$ cat src/logic/acp_cfg.svh
// constants for the converter control and output port
`ifndef ACP_CFG_SVH
`define ACP_CFG_SVH

`define ACP_ADDR_DAC_LO 2'h0
`define ACP_ADDR_DAC_HI 2'h1
`define ACP_ADDR_CTRL 2'h2
`define ACP_ADDR_RESV 2'h3

`define ACP_CTRL_RESET 7'h01
`define ACP_DAC_LO_RESET 8'h00
`define ACP_DAC_HI_RESET 2'h0
`define ACP_BIT_PDWN 3
`define ACP_BIT_CLAMP_SOURCE_INTERNAL 4
`define ACP_BIT_SIGNED 5
`define ACP_BIT_CLAMP_CIRCUIT_DISABLE 6

`define ACP_WAKE_CYCLES 16'h0040

`define ACP_SW_STATUS 4'h0
`define ACP_SW_CLEAR 4'h1
`define ACP_SW_ENABLE 4'h2
`define ACP_SW_CTRL 4'h3
`define ACP_SW_DAC 4'h4
`define ACP_SW_STATE 4'h5

`define ACP_EV_WRITE 0
`define ACP_EV_RESV 1
`define ACP_EV_OVER 2
`define ACP_EV_WAKE 3

`endif

$ cat src/logic/acp_pkg.sv
// types shared by the converter control and output port
package acp_pkg;
    typedef enum logic [1:0] {PWR_ON, PWR_DOWN, PWR_WAKE} acp_pwr_e;
    typedef logic [9:0] acp_code_t;
endpackage

$ cat src/logic/acp_wr_if.sv
// decoded host register write passed from the strobe catcher to the core
`timescale 1ns/100ps
interface acp_wr_if;
    logic fire;
    logic resv;
    logic [1:0] addr;
    logic [7:0] data;
    modport src (output fire, output resv, output addr, output data);
    modport dst (input fire, input resv, input addr, input data);
endinterface

$ cat src/logic/acp_host_write.sv
// catches a host register write on the falling edge of the write strobe
`timescale 1ns/100ps
`include "acp_cfg.svh"
module acp_host_write
    import acp_pkg::*;
(
    input wire logic core_clk,
    input wire logic rst_n,
    input wire logic [9:0] io_in,
    input wire logic out_drive_en_n,
    input wire logic wr_strobe,
    acp_wr_if.src wr
);
    logic wr_q_r, wr_q_nxt;
    logic [9:0] hold_r, hold_nxt;
    logic fire_r, fire_nxt, resv_r, resv_nxt;
    logic [1:0] addr_r, addr_nxt;
    logic [7:0] data_r, data_nxt;
    logic fall;

    always_comb begin
        wr_q_nxt = wr_strobe;
        // the word is taken while the strobe is high, so it is settled at the fall
        hold_nxt = wr_strobe ? io_in : hold_r;
        fall = wr_q_r && !wr_strobe && out_drive_en_n;
        fire_nxt = fall && (hold_r[9:8] != `ACP_ADDR_RESV);
        resv_nxt = fall && (hold_r[9:8] == `ACP_ADDR_RESV);
        addr_nxt = fall ? hold_r[9:8] : addr_r;
        data_nxt = fall ? hold_r[7:0] : data_r;
    end

    always_ff @(posedge core_clk or negedge rst_n) begin
        if (!rst_n) begin
            wr_q_r <= 1'b0;
            hold_r <= 10'h000;
            fire_r <= 1'b0;
            resv_r <= 1'b0;
            addr_r <= 2'h0;
            data_r <= 8'h00;
        end else begin
            wr_q_r <= wr_q_nxt;
            hold_r <= hold_nxt;
            fire_r <= fire_nxt;
            resv_r <= resv_nxt;
            addr_r <= addr_nxt;
            data_r <= data_nxt;
        end
    end

    assign wr.fire = fire_r;
    assign wr.resv = resv_r;
    assign wr.addr = addr_r;
    assign wr.data = data_r;
endmodule

$ cat src/logic/acp_port.sv
// converter control and output port: host registers, clamp, power and result drive
`timescale 1ns/100ps
`include "acp_cfg.svh"
module acp_port
    import acp_pkg::*;
#(
    parameter logic [15:0] WAKE_CYCLES = `ACP_WAKE_CYCLES
) (
    input wire logic core_clk,
    input wire logic rst_n,
    input wire logic [9:0] io_in,
    output logic [9:0] io_out,
    output logic io_oe,
    output logic over_range_flag,
    output logic over_range_oe,
    input wire logic out_drive_en_n,
    input wire logic wr_strobe,
    input wire logic clamp_request,
    input wire logic conv_valid,
    input wire logic [9:0] conv_code,
    input wire logic conv_over,
    output logic clamp_drive_output,
    output logic clamp_source_internal,
    output logic [9:0] clamp_dac_code,
    output logic clamp_circuit_disable,
    output logic power_down_bit,
    output logic [2:0] gain_select,
    output logic results_valid,
    input wire logic [3:0] sw_addr,
    input wire logic [15:0] sw_wdata,
    input wire logic sw_wr,
    input wire logic sw_rd,
    output logic [15:0] sw_rdata,
    output logic irq
);

    function automatic acp_code_t fmt_code(input acp_code_t code, input logic signed_sel);
        // flipping the msb maps offset binary onto two's complement
        fmt_code = signed_sel ? {~code[9], code[8:0]} : code;
    endfunction

    acp_wr_if wr_bus ();

    acp_host_write u_host_write (
        .core_clk(core_clk),
        .rst_n(rst_n),
        .io_in(io_in),
        .out_drive_en_n(out_drive_en_n),
        .wr_strobe(wr_strobe),
        .wr(wr_bus.src)
    );

    // host registers
    logic [6:0] ctrl_r, ctrl_nxt;
    logic [7:0] dac_lo_r, dac_lo_nxt;
    logic [1:0] dac_hi_r, dac_hi_nxt;

    always_comb begin
        ctrl_nxt = ctrl_r;
        dac_lo_nxt = dac_lo_r;
        dac_hi_nxt = dac_hi_r;
        if (wr_bus.fire) begin
            unique case (wr_bus.addr)
                `ACP_ADDR_DAC_LO: dac_lo_nxt = wr_bus.data;
                `ACP_ADDR_DAC_HI: dac_hi_nxt = wr_bus.data[1:0];
                `ACP_ADDR_CTRL: ctrl_nxt = wr_bus.data[6:0];
                default: ;
            endcase
        end
    end

    always_ff @(posedge core_clk or negedge rst_n) begin
        if (!rst_n) begin
            ctrl_r <= `ACP_CTRL_RESET;
            dac_lo_r <= `ACP_DAC_LO_RESET;
            dac_hi_r <= `ACP_DAC_HI_RESET;
        end else begin
            ctrl_r <= ctrl_nxt;
            dac_lo_r <= dac_lo_nxt;
            dac_hi_r <= dac_hi_nxt;
        end
    end

    // power state
    acp_pwr_e pwr_r, pwr_nxt;
    logic [15:0] wake_cnt_r, wake_cnt_nxt;
    logic wake_ev;
    logic valid_r, valid_nxt;

    always_comb begin
        pwr_nxt = pwr_r;
        wake_cnt_nxt = wake_cnt_r;
        wake_ev = 1'b0;
        unique case (pwr_r)
            PWR_ON: begin
                if (ctrl_r[`ACP_BIT_PDWN]) begin
                    pwr_nxt = PWR_DOWN;
                end
            end
            PWR_DOWN: begin
                if (!ctrl_r[`ACP_BIT_PDWN]) begin
                    pwr_nxt = PWR_WAKE;
                    wake_cnt_nxt = WAKE_CYCLES - 16'h0001;
                end
            end
            PWR_WAKE: begin
                if (ctrl_r[`ACP_BIT_PDWN]) begin
                    pwr_nxt = PWR_DOWN;
                end else if (wake_cnt_r == 16'h0000) begin
                    pwr_nxt = PWR_ON;
                    wake_ev = 1'b1;
                end else begin
                    wake_cnt_nxt = wake_cnt_r - 16'h0001;
                end
            end
        endcase
        // registered copy so the pin comes straight from a flop, same timing as the state
        valid_nxt = (pwr_nxt == PWR_ON);
    end

    always_ff @(posedge core_clk or negedge rst_n) begin
        if (!rst_n) begin
            pwr_r <= PWR_ON;
            wake_cnt_r <= 16'h0000;
            valid_r <= 1'b1;
        end else begin
            pwr_r <= pwr_nxt;
            wake_cnt_r <= wake_cnt_nxt;
            valid_r <= valid_nxt;
        end
    end

    // result drive and clamp
    logic [9:0] out_r, out_nxt;
    logic ovr_r, ovr_nxt, oe_r, oe_nxt, clamp_r, clamp_nxt, over_ev;

    always_comb begin
        out_nxt = out_r;
        ovr_nxt = ovr_r;
        over_ev = 1'b0;
        if (conv_valid && pwr_r == PWR_ON) begin
            out_nxt = fmt_code(conv_code, ctrl_r[`ACP_BIT_SIGNED]);
            ovr_nxt = conv_over;
            over_ev = conv_over;
        end
        oe_nxt = !out_drive_en_n;
        // clamp switch, gated by disable and power
        clamp_nxt = clamp_request && !ctrl_r[`ACP_BIT_CLAMP_CIRCUIT_DISABLE] && pwr_r == PWR_ON;
    end

    always_ff @(posedge core_clk or negedge rst_n) begin
        if (!rst_n) begin
            out_r <= 10'h000;
            ovr_r <= 1'b0;
            oe_r <= 1'b0;
            clamp_r <= 1'b0;
        end else begin
            out_r <= out_nxt;
            ovr_r <= ovr_nxt;
            oe_r <= oe_nxt;
            clamp_r <= clamp_nxt;
        end
    end

    // software side: events, mask, readback
    logic [3:0] sts_r, sts_nxt, en_r, en_nxt, ev;
    logic [15:0] rdata_r, rdata_nxt;
    logic irq_r, irq_nxt;

    always_comb begin
        ev = 4'h0;
        ev[`ACP_EV_WRITE] = wr_bus.fire;
        ev[`ACP_EV_RESV] = wr_bus.resv;
        ev[`ACP_EV_OVER] = over_ev;
        ev[`ACP_EV_WAKE] = wake_ev;
        sts_nxt = sts_r;
        en_nxt = en_r;
        if (sw_wr && sw_addr == `ACP_SW_CLEAR) begin
            sts_nxt = sts_nxt & ~sw_wdata[3:0];
        end
        if (sw_wr && sw_addr == `ACP_SW_ENABLE) begin
            en_nxt = sw_wdata[3:0];
        end
        // a new event outweighs a clear in the same cycle
        sts_nxt = sts_nxt | ev;
        irq_nxt = |(sts_nxt & en_nxt);
        rdata_nxt = 16'h0000;
        if (sw_rd) begin
            unique case (sw_addr)
                `ACP_SW_STATUS: rdata_nxt = {12'h000, sts_r};
                `ACP_SW_ENABLE: rdata_nxt = {12'h000, en_r};
                `ACP_SW_CTRL: rdata_nxt = {9'h000, ctrl_r};
                `ACP_SW_DAC: rdata_nxt = {6'h00, dac_hi_r, dac_lo_r};
                `ACP_SW_STATE: rdata_nxt = {12'h000, clamp_r, pwr_r == PWR_ON, pwr_r};
                default: rdata_nxt = 16'h0000;
            endcase
        end
    end

    always_ff @(posedge core_clk or negedge rst_n) begin
        if (!rst_n) begin
            sts_r <= 4'h0;
            en_r <= 4'h0;
            rdata_r <= 16'h0000;
            irq_r <= 1'b0;
        end else begin
            sts_r <= sts_nxt;
            en_r <= en_nxt;
            rdata_r <= rdata_nxt;
            irq_r <= irq_nxt;
        end
    end

    assign io_out = out_r;
    assign io_oe = oe_r;
    assign over_range_flag = ovr_r;
    assign over_range_oe = oe_r;
    assign clamp_drive_output = clamp_r;
    assign clamp_source_internal = ctrl_r[`ACP_BIT_CLAMP_SOURCE_INTERNAL];
    assign clamp_dac_code = {dac_hi_r, dac_lo_r};
    assign clamp_circuit_disable = ctrl_r[`ACP_BIT_CLAMP_CIRCUIT_DISABLE];
    assign power_down_bit = ctrl_r[`ACP_BIT_PDWN];
    assign gain_select = ctrl_r[2:0];
    assign results_valid = valid_r;
    assign sw_rdata = rdata_r;
    assign irq = irq_r;
endmodule

$ cat config.mk
export PLATFORM = sky130hd
export DESIGN_NAME = acp_port
export DESIGN_NICKNAME = d
export VERILOG_FILES = /design/src/logic/acp_pkg.sv /design/src/logic/acp_wr_if.sv /design/src/logic/acp_host_write.sv /design/src/logic/acp_port.sv
export VERILOG_INCLUDE_DIRS = /design/src /design/src/logic
export SDC_FILE = /design/constraint.sdc
export NUM_CORES = 1
export LEC_CHECK = 0
export ABC_AREA = 1
export BUFFER_PORTS_ARGS = -buffer_cell sky130_fd_sc_hd__buf_2
export CORE_MARGIN = 5
export CORE_UTILIZATION = 54
export DETAILED_ROUTE_END_ITERATION = 8
export PLACE_DENSITY = 0.82
export SETUP_SLACK_MARGIN = 0.02
export SYNTH_ARGS = -nofsm -noshare
export SYNTH_HDL_FRONTEND = slang
export SYNTH_SLANG_ARGS = --single-unit
$ cat constraint.sdc
create_clock -name core_clk -period 1.8 [get_ports core_clk]
set_clock_uncertainty 0.1 [all_clocks]
set_input_delay 0.36 -clock core_clk [delete_from_list [all_inputs] [get_ports core_clk]]
set_output_delay 0.36 -clock core_clk [all_outputs]
set_load 0.1 [all_outputs]
Word level (Yosys, flattened, before mapping). Cells that the tools add are included.

Register bits: 97.

Eq/ne operators: 14. Add/sub/neg operators: 1. Reductions and logical operators: 23. Bitwise logic cells: 5. Multiplexer cells: 18.

Operators with widths (number): 10-bit one-hot mux with 5 select lines (1); 16-bit two-way mux (3); 16-bit one-hot mux with 2 select lines (1); 10-bit two-way mux (2); 16-bit zero test (1); 16-bit by 1-bit subtractor with 16-bit output, second input constant (1); 1-bit logical AND (9); 4-bit bitwise AND (2); 4-bit by 2-bit == test with 1-bit output, second input constant (2); 4-bit by 3-bit == test with 1-bit output, second input constant (2); 2-bit two-way mux (4); 4-bit two-way mux (2); 2-bit inequality test, second input constant (4); 2-bit == test, second input constant (3); 2-bit zero test (3); 2-bit one-hot mux with 3 select lines (1); 2-bit AND reduction (3); 2-bit by 1-bit == test with 1-bit output, second input constant (2); 4-bit by 1-bit == test with 1-bit output, second input constant (1); 4-bit zero test (1); 1-bit two-way mux (4); 4-bit NOT (1); 4-bit bitwise OR (1); 4-bit AND reduction (1); other kinds (4) (6).

Depth between registers and ports, before layout.
Word-level depth: 7. Depth in mapped cells: 11. Depth with buffers taken out: 10.

Modules after synthesis. A second synthesis with hierarchy kept.

Cells, all modules: 549. Area total of the unflattened synthesis: 4376.7 µm².

Modules (own cells, without submodules): acp_port (area each 3489.6 µm², times used 1, cells an instance 454); acp_host_write (area each 887.1 µm², times used 1, cells an instance 95).

Least setup slack after synthesis. OpenSTA, ideal clock, no wires.

Path type: register -> register. From: register ctrl_r[3]. To: register valid_r (netlist: results_valid). Data arrival time: 1.651 ns. Slack: -0.030 ns. Stages on the path, launching flop included: 6. Buffers on the path: 0. Cell sequence: dfrtp_1 > inv_2 > o31ai_1 > inv_1 > a21oi_1 > nor2_1.

Longest elaborated chain between the ends: 3. Elaborated cells on any way between the ends: 5.

Ends and longest elaborated chain: from (decl) (RTL line acp_port.sv:54) `logic [6:0] ctrl_r, ctrl_nxt;`; from (signal assigned) (RTL line acp_port.sv:74) `` ctrl_r <= `ACP_CTRL_RESET; ``; from (signal assigned) (RTL line acp_port.sv:78) `ctrl_r <= ctrl_nxt;`; 2-bit two-way mux (on tied branches) (RTL line acp_port.sv:107, acp_port.sv:96, acp_port.sv:101); 2-bit one-hot mux with 3 select lines * (RTL line acp_port.sv:94) `unique case (pwr_r)`; net pwr_nxt[0] (RTL line acp_port.sv:85) `acp_pwr_e pwr_r, pwr_nxt;`; 2-bit zero test * (RTL line acp_port.sv:118) `valid_nxt = (pwr_nxt == PWR_ON);`; net valid_nxt (RTL line acp_port.sv:88) `logic valid_r, valid_nxt;`; to (signal assigned) (RTL line acp_port.sv:129) `valid_r <= valid_nxt;`; to (decl) (RTL line acp_port.sv:88).

The timed path passes the listed nets; every way through them passes the cells marked *. A chain may end at the register's enable or synchronous reset.

Worst setup path after layout.
From: register ctrl_r[3]. To: output port power_down_bit.

RTL lines: to (decl) (RTL line acp_port.sv:26) `output logic power_down_bit,`.

No word-level cell between the ends.

==> results.md <==
- Status: completed
- Critical path class: register to output pin
- Hold Violations, Final: 0
- Ant diodes: 0
- Pre-CTS setup slack: 0.143 ns
- Final nets: 660
- DIE AREA: 9850 µm²
- Worst EP required: 1.34 ns
- Power density cells: 1820 nW/µm²
- CP max stage cell: buf_2
- Max VDD drop: 1.49 mV
- Worst min path class: input pin to register
- Maximum clock frequency: 581 MHz
- Crit path from: ctrl_r[3]$_DFFE_PN0P_
- Worst path buffer plus inverter count: 1
- CP Max Fanout: 7
- Final Cell Area: 5070 µm²
- Synthesis warning total: 0
- Hold Crit Depth: 2
- Cell count after synthesis: 520
- Synth top area share: 51.8%
- Via/cell ratio: 5.05
- Final Setup Violations: 0
- Final setup TNS: 0 ns
- Most frequent cells in the layout: nand2_1, dfrtp_1, buf_2
- Crit-path cells: buf_2
- Top Ports: 97
- Hold Startpoint: out_drive_en_n
- Post-Synth Adder-Cell Area: 1.46%
- Row count: 32
- Commonest non-fill, non-tap cell in the layout: nand2_1
- Avg Cell Area, Syn: 8.27 µm²
- Post-Synth XOR/XNOR Area: 1.02%
- Die height: 99.2 µm
- Flops & latches, synth: 91
- Worst-Margin Slew: 0.585 ns
- Fin cells: 713
- RSZ-0062 raised after global routing: false
- Layout cells sized above 1: 24.5%
- Routed wire per std cell: 13.5 µm
- Synth Cell Area: 4300 µm²
- Drt drc: 0
- Layout Utilization: 65.7%
- Final worst setup slack: 0.0799 ns
- Compound-Gate Fraction of Synth Area: 6.96%
- Sequential share of the synthesized area: 53.0%
- Die X: 99.2 µm
- Post-DRT Antenna Nets: 0
- Worst R2R Setup Slack: 0.15 ns
- CTS Buf Count: 9
- Tmin final: 1.72 ns
- Total Power: 9.23 mW
- Worst r2r src: wake_cnt_r[1]$_DFFE_PN0P_
- Pin count of the biggest net entering global routing: 92
- IO Port Bufs: 78
- Area Growth Syn to Fin: 18.0%
- Hold Path Sink: io_oe$_DFF_PN0_
- Max incr delay on CP: 0.46 ns
- Slew Viols, Final: 0
- Max-cap violations: 0
- P_leak: 2.65 nW
- CTS root buf: clkbuf_8
- H-Tree Depth: 3
- Critical Path AT: 1.26 ns
- Final GP Congestion: 0.860
- Gr usage total: 20.4%
- Vias: 3599
- Post-synthesis mux area share: 2.10%
- CTS tree: yes
- Remaining global-route overflow: 0
- Worst hold slack: 0.0518 ns
- CORE AREA: 7730 µm²
- Critical Path Start Type: register
- Crit. End Element: output pin
- Placed Area: 4810 µm²
- Clock Pin Slew Worst Setup and Hold Paths: 0.09 ns
- Yosys cell types: 31
- DR iter-0 viols: 251
- Starting Density: 55.6%
- Fillers: 624
- Detailed-router iteration count before antenna repair: 5
- R2R Path End: wake_cnt_r[2]$_DFFE_PN0P_
- Simple-Gate Fraction of Synth Area: 27.4%
- Post-synth top area cell: dfrtp_1
- Critical path's top delay family: buffers and inverters
- Post-Route WL: 9610 µm
- Levels on crit path: 1
- Final Cycle Share: 95.6%
- Slew Limit Headroom: 60.9%
- Placed cell count: 696
- Global-route wire length before repair: 16400 µm
- Largest family of logic cells by synthesized area: simple AND/OR/NAND/NOR gates
- Detailed Place HPWL: 7030 µm
- Reg2Reg Depth: 10
- CTS Sinks: 91
- Vias in the first global route: 3577
- Clock insertion delay at the later pin of the skew report: 0.35 ns
- Initial antenna violation count: 0
- Clock buffer depth: 2
- Ranking of synthesized cells by area: dfrtp_1, nand2_1, nor2_1, inv_1, o21ai_0
==> Yosys cell counts, drive strengths merged <==
library cell,count
nand2,188
dfrtp,89
nor2,59
inv,53
o21ai,42
nand3,29
buf,15
a21oi,11
mux2,8
ha,5
clkbuf,4
nand4,4
xor2,3
clkinv,2
dfstp,2
xnor2,2
conb,1
nor3,1
o211ai,1
o31ai,1
==> layout make-up <==
class | count | area (µm²) | area share [%]
well taps | 102 | 128 | 2.51
clock inverters | 7 | 124 | 2.44
multi-input cells | 360 | 1700 | 33.5
flip-flops and latches | 91 | 2280 | 45.0
clock buffers | 9 | 124 | 2.44
inverters | 55 | 209 | 4.12
repair buffers | 89 | 508 | 10.0
==> where the power goes <==
group | internal [mW] | total, mW | switching, mW
sequential | 2.58 | 2.97 | 0.394
clock | 0.937 | 1.70 | 0.758
combinational | 0.897 | 4.56 | 3.66
==> layer usage <==
metal,vias to the layer above,part of all wire [%],track usage [%]
met2,90,51,34.8
li1,1769,-,-
met1,1722,42,25.9
met5,-,0,0
met4,0,2.2,7.46
met3,18,4.9,4.14
==> flip-flops by register name, summed over array words and instances (netlist names), 7 cells and up <==
signal and count:
dac_lo_r 8, u_host_write.hold_r 10, u_host_write.wr.data 8, wake_cnt_r 16
ctrl_r 7, io_out 10, sw_rdata 10
==> how the worst max path moves through the flow <==
| stage | endpoint | slack (ns) |
|---|---|---|
| 2_1_floorplan | results_valid$_DFF_PN1_ | 0.29 |
| 3_3_place_gp | wake_cnt_r[0]$_DFFE_PN0P_ | 0.19 |
| 3_5_place_dp | wake_cnt_r[14]$_DFFE_PN0P_ | 0.14 |
| 4_1_cts | results_valid | 0.03 |
| 5_1_grt | power_down_bit | 0.03 |
| 6_report | power_down_bit | 0.08 |
==> cells by family after synthesis <==
group | after synthesis
AOI/OAI and AO/OA | 55
buffers and inverters | 74
xor gates and xnor gates | 5
other | 1
DFF | 91
and+or+nand+nor | 281
adders and majority gates | 5
muxes | 8
==> timing repair <==
item	in CTS	in global routing
pin swaps	0	0
gates resized for setup	1	4
hold buffers	1	0
endpoints found under the hold margin	89	0
endpoints found under the setup margin	1	16
setup buffers	0	0
Power figures use the tool's default switching activity.
